<file path="config.mk">
export PLATFORM = sky130hd
export DESIGN_NAME = lcd_panel_extension_regs
export DESIGN_NICKNAME = d
export VERILOG_FILES = /design/src/verilog/lcd_ext_pkg.sv /design/src/verilog/ac_invert_counter.sv /design/src/verilog/lcd_panel_extension_regs.sv
export VERILOG_INCLUDE_DIRS = /design/src /design/src/verilog
export SDC_FILE = /design/constraint.sdc
export NUM_CORES = 1
export LEC_CHECK = 0
export ABC_CLOCK_PERIOD_IN_PS = 4680
export BUFFER_PORTS_ARGS = -buffer_cell sky130_fd_sc_hd__clkbuf_2
export CAP_MARGIN = 20
export CORE_ASPECT_RATIO = 0.6
export CORE_MARGIN = 1
export CORE_UTILIZATION = 45
export DETAILED_ROUTE_END_ITERATION = 6
export PLACE_DENSITY_LB_ADDON = 0.3
export SLEW_MARGIN = 15
export SYNTH_ARGS = -nofsm -noshare
export SYNTH_HDL_FRONTEND = slang
export SYNTH_SLANG_ARGS = --single-unit
</file>
<file path="constraint.sdc">
create_clock -name MCLK_I -period 4.68 [get_ports MCLK_I]
set_clock_uncertainty 0.1 [all_clocks]
set_input_delay 0.702 -clock MCLK_I [delete_from_list [all_inputs] [get_ports MCLK_I]]
set_output_delay 0.702 -clock MCLK_I [all_outputs]
set_load 0.05 [all_outputs]
</file>
<file path="src/verilog/lcd_ext_cfg.svh">
// Constants of the LCD panel extension register bank
`ifndef LCD_EXT_CFG_SVH
`define LCD_EXT_CFG_SVH

// Register indices, sequencer data port
`define LX_IDX_GRAY_OFFSET 8'hD6
`define LX_IDX_MOD_HALF 8'hD9
`define LX_IDX_BORDER 8'hDA
`define LX_IDX_PANEL_CTL3 8'hDB
// Register indices, CRT controller data port
`define LX_IDX_START_HIGH 8'h26
`define LX_IDX_CURSOR_HIGH 8'h27

// Field positions
`define LX_GRAY_STIPPLE_BIT 7
`define LX_GRAY_OFS_MSB 3
`define LX_BORDER_MSB 3
`define LX_CTL3_CGA_BIT 7
`define LX_CTL3_MCLK_INV_BIT 6
`define LX_CTL3_TRISTATE_BIT 5
`define LX_ADDR_HIGH_MSB 1

// Reset values
`define LX_RST_GRAY_OFS 4'hD
`define LX_RST_STIPPLE 1'b0
`define LX_RST_MOD_HALF 8'h00
`define LX_RST_BORDER 4'h0
`define LX_RST_CTL3 3'h0
`define LX_RST_ADDR_HIGH 2'h0

`endif

</file>
<file path="src/verilog/lcd_ext_pkg.sv">
// Types shared by the LCD panel extension register bank
package lcd_ext_pkg;
  typedef logic [7:0] index_t;
  typedef logic [3:0] shade_t;
  typedef logic [1:0] addr_high_t;
endpackage : lcd_ext_pkg

</file>
<file path="src/verilog/ac_invert_counter.sv">
// Line-clock counter that makes the panel AC inversion square wave
`timescale 1ns/100ps
module ac_invert_counter #(
  parameter int WIDTH = 8
) (
  input wire logic clk_i,
  input wire logic reset_i,
  input wire logic line_pulse_i,
  input wire logic [WIDTH-1:0] half_period_i,
  output logic ac_invert_o
);
  logic [WIDTH-1:0] count;
  wire [WIDTH:0] count_inc = {1'b0, count} + {{WIDTH{1'b0}}, 1'b1};
  wire half_zero = (half_period_i == '0);
  wire reach = line_pulse_i && !half_zero && (count_inc >= {1'b0, half_period_i});

  always_ff @(posedge clk_i)
  begin
    if (reset_i)
    begin
      count <= '0;
      ac_invert_o <= 1'b0;
    end
    else if (reach)
    begin
      count <= '0;
      ac_invert_o <= !ac_invert_o;
    end
    else if (line_pulse_i && !half_zero)
    begin
      count <= count_inc[WIDTH-1:0];
    end
  end
endmodule : ac_invert_counter

</file>
<file path="src/verilog/lcd_panel_extension_regs.sv">
// LCD panel extension registers and the panel logic they steer
`timescale 1ns/100ps
`include "lcd_ext_cfg.svh"
module lcd_panel_extension_regs #(
  parameter int MOD_WIDTH = 8
) (
  input wire logic MCLK_I,
  input wire logic RESET_I,
  input wire logic [7:0] SEQ_INDEX_I,
  input wire logic SEQ_WR_I,
  input wire logic SEQ_RD_I,
  input wire logic [7:0] CRTC_INDEX_I,
  input wire logic CRTC_WR_I,
  input wire logic CRTC_RD_I,
  input wire logic [7:0] WDATA_I,
  input wire logic LINE_CLK_I,
  input wire logic FIRST_LINE_I,
  input wire logic DISPLAY_ACTIVE_I,
  input wire logic [3:0] PIXEL_GRAY_I,
  input wire logic LCD_MODE_I,
  input wire logic TEXT_MODE_I,
  input wire logic REVERSE_VIDEO_I,
  input wire logic [7:0] PIXEL_DATA_I,
  input wire logic [1:0] FEATURE_PIN_I,
  input wire logic [15:0] START_LOW_I,
  input wire logic [15:0] CURSOR_LOW_I,
  output logic [7:0] RDATA_O,
  output logic RDATA_VALID_O,
  output logic [3:0] GRAY_PHASE_O,
  output logic VERT_STIPPLE_O,
  output logic AC_INVERT_O,
  output logic [3:0] PANEL_SHADE_O,
  output logic PALETTE_BYPASS_O,
  output logic MEM_CLK_INVERT_O,
  output logic [7:0] PIXEL_O,
  output logic [7:0] PIXEL_OE_O,
  output logic DOT_CLK_O,
  output logic DOT_CLK_OE_O,
  output logic [1:0] FEATURE_O,
  output logic [17:0] SCREEN_START_O,
  output logic [17:0] CURSOR_ADDR_O
);
  // Register storage, implemented bits only
  lcd_ext_pkg::shade_t gray_offset;
  logic stipple_en;
  logic [MOD_WIDTH-1:0] mod_half;
  lcd_ext_pkg::shade_t border;
  logic cga_select;
  logic mclk_invert;
  logic video_tristate;
  lcd_ext_pkg::addr_high_t start_high;
  lcd_ext_pkg::addr_high_t cursor_high;
  logic ac_invert;

  // Write decode
  wire wr_gray = SEQ_WR_I && (SEQ_INDEX_I == `LX_IDX_GRAY_OFFSET);
  wire wr_mod = SEQ_WR_I && (SEQ_INDEX_I == `LX_IDX_MOD_HALF);
  wire wr_border = SEQ_WR_I && (SEQ_INDEX_I == `LX_IDX_BORDER);
  wire wr_ctl3 = SEQ_WR_I && (SEQ_INDEX_I == `LX_IDX_PANEL_CTL3);
  wire wr_start = CRTC_WR_I && (CRTC_INDEX_I == `LX_IDX_START_HIGH);
  wire wr_cursor = CRTC_WR_I && (CRTC_INDEX_I == `LX_IDX_CURSOR_HIGH);

  // Read views, reserved bits forced to zero
  wire [7:0] view_gray = {stipple_en, 3'h0, gray_offset};
  wire [7:0] view_mod = mod_half;
  wire [7:0] view_border = {4'h0, border};
  wire [7:0] view_ctl3 = {cga_select, mclk_invert, video_tristate, 5'h00};
  wire [7:0] view_start = {6'h00, start_high};
  wire [7:0] view_cursor = {6'h00, cursor_high};

  wire [7:0] seq_rd_data =
    (SEQ_INDEX_I == `LX_IDX_GRAY_OFFSET) ? view_gray :
    (SEQ_INDEX_I == `LX_IDX_MOD_HALF) ? view_mod :
    (SEQ_INDEX_I == `LX_IDX_BORDER) ? view_border :
    (SEQ_INDEX_I == `LX_IDX_PANEL_CTL3) ? view_ctl3 : 8'h00;
  wire [7:0] crtc_rd_data =
    (CRTC_INDEX_I == `LX_IDX_START_HIGH) ? view_start :
    (CRTC_INDEX_I == `LX_IDX_CURSOR_HIGH) ? view_cursor : 8'h00;
  wire [7:0] next_rdata = SEQ_RD_I ? seq_rd_data : (CRTC_RD_I ? crtc_rd_data : 8'h00);

  // Gray wave start phase per line
  wire [4:0] gray_sum = {1'b0, GRAY_PHASE_O} + {1'b0, gray_offset};
  wire [3:0] next_gray_phase = FIRST_LINE_I ? 4'h0 : gray_sum[3:0];

  // Panel shade: reverse video acts on displayed image only
  wire reverse_on = LCD_MODE_I && TEXT_MODE_I && REVERSE_VIDEO_I;
  wire [3:0] image_shade = reverse_on ? ~PIXEL_GRAY_I : PIXEL_GRAY_I;
  wire [3:0] next_panel_shade = DISPLAY_ACTIVE_I ? image_shade : border;

  // Register writes
  always_ff @(posedge MCLK_I)
  begin
    if (RESET_I)
    begin
      gray_offset <= `LX_RST_GRAY_OFS;
      stipple_en <= `LX_RST_STIPPLE;
      mod_half <= `LX_RST_MOD_HALF;
      border <= `LX_RST_BORDER;
      {cga_select, mclk_invert, video_tristate} <= `LX_RST_CTL3;
      start_high <= `LX_RST_ADDR_HIGH;
      cursor_high <= `LX_RST_ADDR_HIGH;
    end
    else
    begin
      if (wr_gray)
      begin
        gray_offset <= WDATA_I[`LX_GRAY_OFS_MSB:0];
        stipple_en <= WDATA_I[`LX_GRAY_STIPPLE_BIT];
      end
      if (wr_mod)
        mod_half <= WDATA_I[MOD_WIDTH-1:0];
      if (wr_border)
        border <= WDATA_I[`LX_BORDER_MSB:0];
      if (wr_ctl3)
      begin
        cga_select <= WDATA_I[`LX_CTL3_CGA_BIT];
        mclk_invert <= WDATA_I[`LX_CTL3_MCLK_INV_BIT];
        video_tristate <= WDATA_I[`LX_CTL3_TRISTATE_BIT];
      end
      if (wr_start)
        start_high <= WDATA_I[`LX_ADDR_HIGH_MSB:0];
      if (wr_cursor)
        cursor_high <= WDATA_I[`LX_ADDR_HIGH_MSB:0];
    end
  end

  // Read answer
  always_ff @(posedge MCLK_I)
  begin
    if (RESET_I)
    begin
      RDATA_O <= 8'h00;
      RDATA_VALID_O <= 1'b0;
    end
    else
    begin
      RDATA_O <= next_rdata;
      RDATA_VALID_O <= SEQ_RD_I || CRTC_RD_I;
    end
  end

  // Gray wave phase advances once per line clock
  always_ff @(posedge MCLK_I)
  begin
    if (RESET_I)
      GRAY_PHASE_O <= 4'h0;
    else if (LINE_CLK_I)
      GRAY_PHASE_O <= next_gray_phase;
  end

  // Panel-facing outputs
  always_ff @(posedge MCLK_I)
  begin
    if (RESET_I)
    begin
      VERT_STIPPLE_O <= 1'b0;
      PANEL_SHADE_O <= 4'h0;
      PALETTE_BYPASS_O <= 1'b0;
      MEM_CLK_INVERT_O <= 1'b0;
      PIXEL_O <= 8'h00;
      PIXEL_OE_O <= 8'h00;
      DOT_CLK_O <= 1'b0;
      DOT_CLK_OE_O <= 1'b0;
      FEATURE_O <= 2'h0;
      SCREEN_START_O <= 18'h0_0000;
      CURSOR_ADDR_O <= 18'h0_0000;
      AC_INVERT_O <= 1'b0;
    end
    else
    begin
      VERT_STIPPLE_O <= stipple_en;
      PANEL_SHADE_O <= next_panel_shade;
      PALETTE_BYPASS_O <= LCD_MODE_I && cga_select;
      MEM_CLK_INVERT_O <= mclk_invert;
      PIXEL_O <= PIXEL_DATA_I;
      PIXEL_OE_O <= {8{!video_tristate}};
      DOT_CLK_O <= !DOT_CLK_O;
      DOT_CLK_OE_O <= !video_tristate;
      FEATURE_O <= FEATURE_PIN_I;
      SCREEN_START_O <= {start_high, START_LOW_I};
      CURSOR_ADDR_O <= {cursor_high, CURSOR_LOW_I};
      AC_INVERT_O <= ac_invert;
    end
  end

  // AC inversion wave, counted on line clocks
  ac_invert_counter #(
    .WIDTH(MOD_WIDTH)
  ) u_ac_counter (
    .clk_i(MCLK_I),
    .reset_i(RESET_I),
    .line_pulse_i(LINE_CLK_I),
    .half_period_i(mod_half),
    .ac_invert_o(ac_invert)
  );
endmodule : lcd_panel_extension_regs

</file>
==> results of run 1 <==
==> path summary, 6_finish.rpt <==
path	startpoint	to	slack, ns	cells past startpoint
setup reg to reg	u_ac_counter.count[2]	u_ac_counter.count[4]	1.33	10
hold reg to reg	DOT_CLK_O	DOT_CLK_O	0.31	1
hold / removal	DOT_CLK_O	DOT_CLK_O	0.31	1
setup / recovery	u_ac_counter.count[2]	u_ac_counter.count[4]	1.33	10
==> sequential cells by signal, summed over array words and instances, names as in the netlist, 2 cells and up <==
name                cells
start_high              2
u_ac_counter.count      8
PIXEL_O                 8
CURSOR_ADDR_O          18
RDATA_O                 8
PANEL_SHADE_O           4
cursor_high             2
border                  4
FEATURE_O               2
mod_half                8
SCREEN_START_O         18
GRAY_PHASE_O            4
gray_offset             4
==> report_power, final <==
| group | internal [mW] | leakage (nW) | switching, mW | total (mW) |
|---|---|---|---|---|
| sequential | 0.892 | 0.836 | 0.00866 | 0.901 |
| clock | 0.456 | 0.159 | 0.344 | 0.800 |
| combinational | 0.0645 | 1.40 | 0.156 | 0.221 |
==> critical path, stage by stage (launching register included) <==
cell	delay, ns
sky130_fd_sc_hd__dfxtp_1	0.42
sky130_fd_sc_hd__and3_1	0.25
sky130_fd_sc_hd__nand3_1	0.20
sky130_fd_sc_hd__nor2_1	0.19
sky130_fd_sc_hd__xor2_1	0.22
sky130_fd_sc_hd__ha_1	0.28
sky130_fd_sc_hd__and3_4	0.16
sky130_fd_sc_hd__a221o_1	0.33
sky130_fd_sc_hd__a41oi_2	0.47
sky130_fd_sc_hd__or4b_1	0.49
sky130_fd_sc_hd__a31oi_1	0.16
==> logic make-up (layout without fill, tap and decap cells) <==
family	count (synthesis)	after routing	share of synthesized area, %
xor gates and xnor gates	12	12	2.63
buffers and inverters	38	187	4.60
and+or+nand+nor	181	181	24.5
DFF	102	102	51.0
muxes	19	19	4.85
adders and majority gates	13	13	4.25
AOI/OAI and AO/OA	48	48	8.16
==> per-layer routing <==
layer,share of wire (%),vias to the layer above,track usage (%)
li1,-,1672,-
met1,46,1457,26.0
met2,44,122,32.0
met3,9.5,9,6.89
met4,0.89,0,6.43
met5,0,-,0
==> through the flow <==
stage,cell area (µm²),setup WS [ns],std cells,hold slack (ns),util (%)
CTS,5140,1.37,674,0.311,60.1
finish,5140,1.33,674,0.309,60.1
global placement,4810,1.49,658,0.294,56.2
global route,5140,1.17,674,0.327,60.1
floorplan,4000,1.88,413,0.313,-
detailed placement,4810,1.40,658,0.299,56.2
==> layout make-up <==
cell class                 instances  area [µm²]
clock buffer                      11         253
clock inverter                     5        76.3
fill                             746        3420
inverter                          10        37.5
multi-input combinational        273        1780
sequential                       102        2040
tap                              112         140
timing repair buffer             161         813
==> cell usage in the layout (no fill, tap or decap), types with 5 or more instances in the layout <==
cell | synthesis | routed
sky130_fd_sc_hd__nor2_1 | 38 | 38
sky130_fd_sc_hd__clkbuf_16 | 0 | 9
sky130_fd_sc_hd__ha_1 | 12 | 12
sky130_fd_sc_hd__inv_1 | 10 | 10
sky130_fd_sc_hd__nor2b_1 | 57 | 57
sky130_fd_sc_hd__dfxtp_1 | 102 | 102
sky130_fd_sc_hd__xor2_1 | 9 | 9
sky130_fd_sc_hd__nand2_1 | 29 | 29
sky130_fd_sc_hd__nor3b_1 | 6 | 6
sky130_fd_sc_hd__nand3_1 | 20 | 20
sky130_fd_sc_hd__a21oi_1 | 20 | 20
sky130_fd_sc_hd__a22oi_1 | 5 | 5
sky130_fd_sc_hd__clkbuf_2 | 0 | 157
sky130_fd_sc_hd__mux2i_1 | 16 | 16
==> results.cfg, run 1 <==
[detailed_routing]
first_pass_iters = 4
via_per_inst = 4.84
final_antenna_net_count = 0
number_of_design_rule_violations_left_after_detail_routing = 0
routedWlPerCell_um = 13.4
initialDrtViolationCount = 184
drt_wl_total_mm = 9.06
vias = 3260

[synth]
synthesis.instances = 413
fraction_of_the_yosys_area_taken_by_sequential_cells_pct = 51.0
synth_fp_nets = 508
synth.top_cells.by_count = sky130_fd_sc_hd__dfxtp_1, sky130_fd_sc_hd__nor2b_1, sky130_fd_sc_hd__nor2_1
synth.avg_cell_area_um2 = 9.69
synthTopCellsByArea = sky130_fd_sc_hd__dfxtp_1, sky130_fd_sc_hd__nor2b_1, sky130_fd_sc_hd__mux2i_1
async_flop_share_pct = 0
number_of_flops_mapped_to_enable_cells_by_yosys = 0
netlist.top_cell.by_area = sky130_fd_sc_hd__dfxtp_1
synth_area_um2 = 4000
synth_seq_cells = 102
synth-warning-count = 0
synth_cell_type_count = 49
yosys_most_used_dff = sky130_fd_sc_hd__dfxtp_1
post-synth-top-count-cell = sky130_fd_sc_hd__dfxtp_1
post-synth-top-area-fraction_pct = 51.0

[timing]
period_minus_slack_ns = 3.35
tightest_slew_ns = 0.592
timing_max_transition_violations_final = 0
finalSetupViolCount = 0
rsz0062_at_grt = no
fin_setup_tns_ns = 0
max-slew-margin-rel_pct = 60.5
post-route-period-util_pct = 71.6
hold_viol_final = 0
max_clock_freq_mhz = 298

[grt]
number_of_antenna_violations_at_the_first_check_in_global_routing = 0
grt.overflow.total = 0
grt_max_degree = 40
wire_length_of_the_first_global_routing_pass_mm = 14.1
grt_usage_pct = 20.1
grt_pass1_vias = 2954

[setup_path]
top_fanout_value_on_the_critical_path = 11
required_worst_endpoint_ns = 4.85
cp.arrival_ns = 3.53
worst_setup_path_start_kind = flop
critPathKind = reg2reg
crit_path_end_kind = flop

[clock_tree]
post_cts.resized_instances = 0
clock_root_buffer = sky130_fd_sc_hd__clkbuf_16
clock_path_buffers = 2
tritoncts.num_buffers = 9
h-tree-depth = 3
clock_sinks = 102
worst_setup_hold_path_clk_slew_ns = 0.07
cts.repair_timing.setup_buffer_count = 0
clock_insertion_delay_worst_skew_ns = 0.34
tritoncts = yes
cts.hold.buffers_added = 0

[place]
port-buffer-count = 158
dp_hpwl_mm = 6.83
finalWeightedCongestion = 0.864

[floorplan]
die_width_um = 124
design.die.area_um2 = 9290
chipHeight_um = 75.1
coreArea_um2 = 8560
rows = 26
num_io_pins = 159
initial_utilization_pct = 46.8

[status]
outcome = completed

[cells_and_area]
syn2layout_area_growth_pct = 28.4
layout-drive-gt1-share_pct = 32.6
finish.net_count = 652
num_antenna_cells = 0

[power_and_ir_drop]
design_power_total_mw = 1.92
static-leakage-power_nw = 2.39
worst_ir_drop_vdd_v = 0.000223
power-per-cell-area_nw_per_um2 = 374

[hold_path]
holdCritPathClass = reg2reg

[job]
drv.max_cap_violation_count = 0
(Power assumes the default switching activity.)
==> inputs of run 2 (changes only) <==
--- a/config.mk
+++ b/config.mk
@@ -6,7 +6,7 @@
 export SDC_FILE = /design/constraint.sdc
 export NUM_CORES = 1
 export LEC_CHECK = 0
-export ABC_CLOCK_PERIOD_IN_PS = 4680
+export ABC_CLOCK_PERIOD_IN_PS = 3200
 export BUFFER_PORTS_ARGS = -buffer_cell sky130_fd_sc_hd__clkbuf_2
 export CAP_MARGIN = 20
 export CORE_ASPECT_RATIO = 0.6
==> constraint.sdc (replaced) <==
create_clock -name MCLK_I -period 3.2 [get_ports MCLK_I]
set_clock_uncertainty 0.1 [all_clocks]
set_input_delay 0.48 -clock MCLK_I [delete_from_list [all_inputs] [get_ports MCLK_I]]
set_output_delay 0.48 -clock MCLK_I [all_outputs]
set_load 0.05 [all_outputs]
==> run 2 against run 1 <==
- sequential cell count stayed put
- clock power rose by 41%
- setup slack worse by 1.2 ns
- sequential power is 47% higher
- critical path type unchanged
- largest cell class unchanged
- highest routed layer is now met5
==> results.cfg, run 2 (synthesis results as in run 1) <==
[power_and_ir_drop]
internal-power_mw = 2.04
power.clock.fraction_pct = 40.8
static-leakage-power_nw = 2.41
switching_share_pct = 26.4
worst_ir_drop_vdd_v = 0.000332
comb_power_share_pct = 11.7
seq_power_share_pct = 47.6
power.switching_mw = 0.730
power-per-cell-area_nw_per_um2 = 537
design_power_total_mw = 2.77

[grt]
grt.overflow.total = 0
number_of_antenna_violations_at_the_first_check_in_global_routing = 0
grt_usage_pct = 20.5
grt_max_degree = 50
grt_pass1_vias = 2976
wire_length_of_the_first_global_routing_pass_mm = 14.2

[timing]
whs_ns = 0.238
tightest_slew_ns = 0.478
hold_viol_final = 0
layout_setup_ws_ns = 0.155
max-slew-margin-rel_pct = 68.0
finalSetupViolCount = 0
max_clock_freq_mhz = 328
timing_max_transition_violations_final = 0
period_minus_slack_ns = 3.05
post-route-period-util_pct = 95.2

[cells_and_area]
reg.largest.list = CURSOR_ADDR_O (18), SCREEN_START_O (18)
mostFrequentLayoutCell = sky130_fd_sc_hd__clkbuf_2
syn2layout_area_growth_pct = 28.9
layout.cells.most_common_list = sky130_fd_sc_hd__clkbuf_2, sky130_fd_sc_hd__dfxtp_1, sky130_fd_sc_hd__nor2b_1
finish.net_count = 655
num_antenna_cells = 0
layout-drive-gt1-share_pct = 33.6

[detailed_routing]
vias = 3353
final_antenna_net_count = 0
routedWlPerCell_um = 13.5
number_of_design_rule_violations_left_after_detail_routing = 0
initialDrtViolationCount = 209
drt_wl_total_mm = 9.11
first_pass_iters = 4
via_per_inst = 4.95

[setup_path]
worst_path_largest_cell_delay_ns = 0.40
timing.critical_path.max_delay_family = simple AND/OR/NAND/NOR gates
r2r_end = u_ac_counter.ac_invert_o
worst_setup_path_start_kind = flop
path_buf_inv = 1
path_depth = 11
crit_path_end_kind = flop
cell_by_cell_trace_of_the_critical_path = and3_1 > nand3_1 > nor2_1 > xor2_1 > ha_1 > and3_4 > a221o_1 > a41oi_2 > buf_4 > a21oi_1 > mux2_1
crit_path_start = u_ac_counter.count[0]
cp.arrival_ns = 3.18
timing.rr.start = u_ac_counter.count[0]
worstSetupEndpoint = u_ac_counter.ac_invert_o
top_fanout_value_on_the_critical_path = 5
required_worst_endpoint_ns = 3.33
crit_slowest_cell = sky130_fd_sc_hd__dfxtp_1
ff2ff_path_depth = 11
rrSetupSlack_ns = 0.15
critPathKind = reg2reg

[floorplan]
initial_utilization_pct = 46.8
coreArea_um2 = 8560
rows = 26
chipHeight_um = 75.1
die_width_um = 124
num_io_pins = 159
design.die.area_um2 = 9290

[hold_path]
holdCritPathClass = in2reg
whs_path_depth = 2

[clock_tree]
cts.hold.buffers_added = 0
tritoncts.num_buffers = 9
clock_sinks = 102
clock_insertion_delay_worst_skew_ns = 0.35
worst_setup_hold_path_clk_slew_ns = 0.07
clock_path_buffers = 2
h-tree-depth = 3
clock_root_buffer = sky130_fd_sc_hd__clkbuf_16
tritoncts = yes

[place]
finalWeightedCongestion = 0.821
post-place-ws_ns = 0.104
dp_hpwl_mm = 6.98
port-buffer-count = 158

[status]
outcome = completed

[job]
drv.max_cap_violation_count = 0
[run 2: layout make-up]
class                      instances  area [µm²]
tap                              112         140
clock buffer                      10         239
clock inverter                     6        77.6
inverter                          10        37.5
fill                             730        3400
multi-input combinational        273        1790
sequential                       102        2040
timing repair buffer             164         836
[run 2: through the flow]
step	instance area (µm²)	util, %	instances	TNS (ns)
finish	5160	60.3	677	0
global route	5160	60.3	677	-0.0212
CTS	5150	60.2	677	0
detailed placement	4830	56.5	661	0
global placement	4830	56.5	661	0
floorplan	4000	-	413	0
[run 2: power by group through the flow]
| stage | sequential [mW] | combinational (mW) | clock [mW] |
|---|---|---|---|
| floorplan | 1.48 | 0.0982 | 0 |
| CTS | 1.32 | 0.325 | 1.16 |
| global route | 1.32 | 0.347 | 1.21 |
| finish | 1.32 | 0.323 | 1.13 |
| global placement | 1.35 | 0.321 | 0 |
| detailed placement | 1.35 | 0.325 | 0 |
[run 2: worst min path at each step]
stage                           startpoint                end
after floorplan             video_tristate       DOT_CLK_OE_O
after global placement           DOT_CLK_O          DOT_CLK_O
after detailed placement         DOT_CLK_O          DOT_CLK_O
after CTS                  PIXEL_DATA_I[5]         PIXEL_O[5]
after global routing        START_LOW_I[8]  SCREEN_START_O[8]
final                     CURSOR_LOW_I[14]  CURSOR_ADDR_O[14]
[run 2: routing by layer]
| metal | global-route usage, % | share of wire [%] | vias up |
|---|---|---|---|
| li1 | - | - | 1677 |
| met1 | 25.5 | 44 | 1527 |
| met2 | 31.9 | 44 | 134 |
| met3 | 7.73 | 9.4 | 13 |
| met4 | 8.70 | 1.5 | 2 |
| met5 | 3.65 | 0.49 | - |
[run 2: what timing repair did]
action | 4_1_cts | 5_1_grt
endpoints found under the setup margin | 0 | 2
buffers inserted | 0 | 0
gates resized for setup | 0 | 4
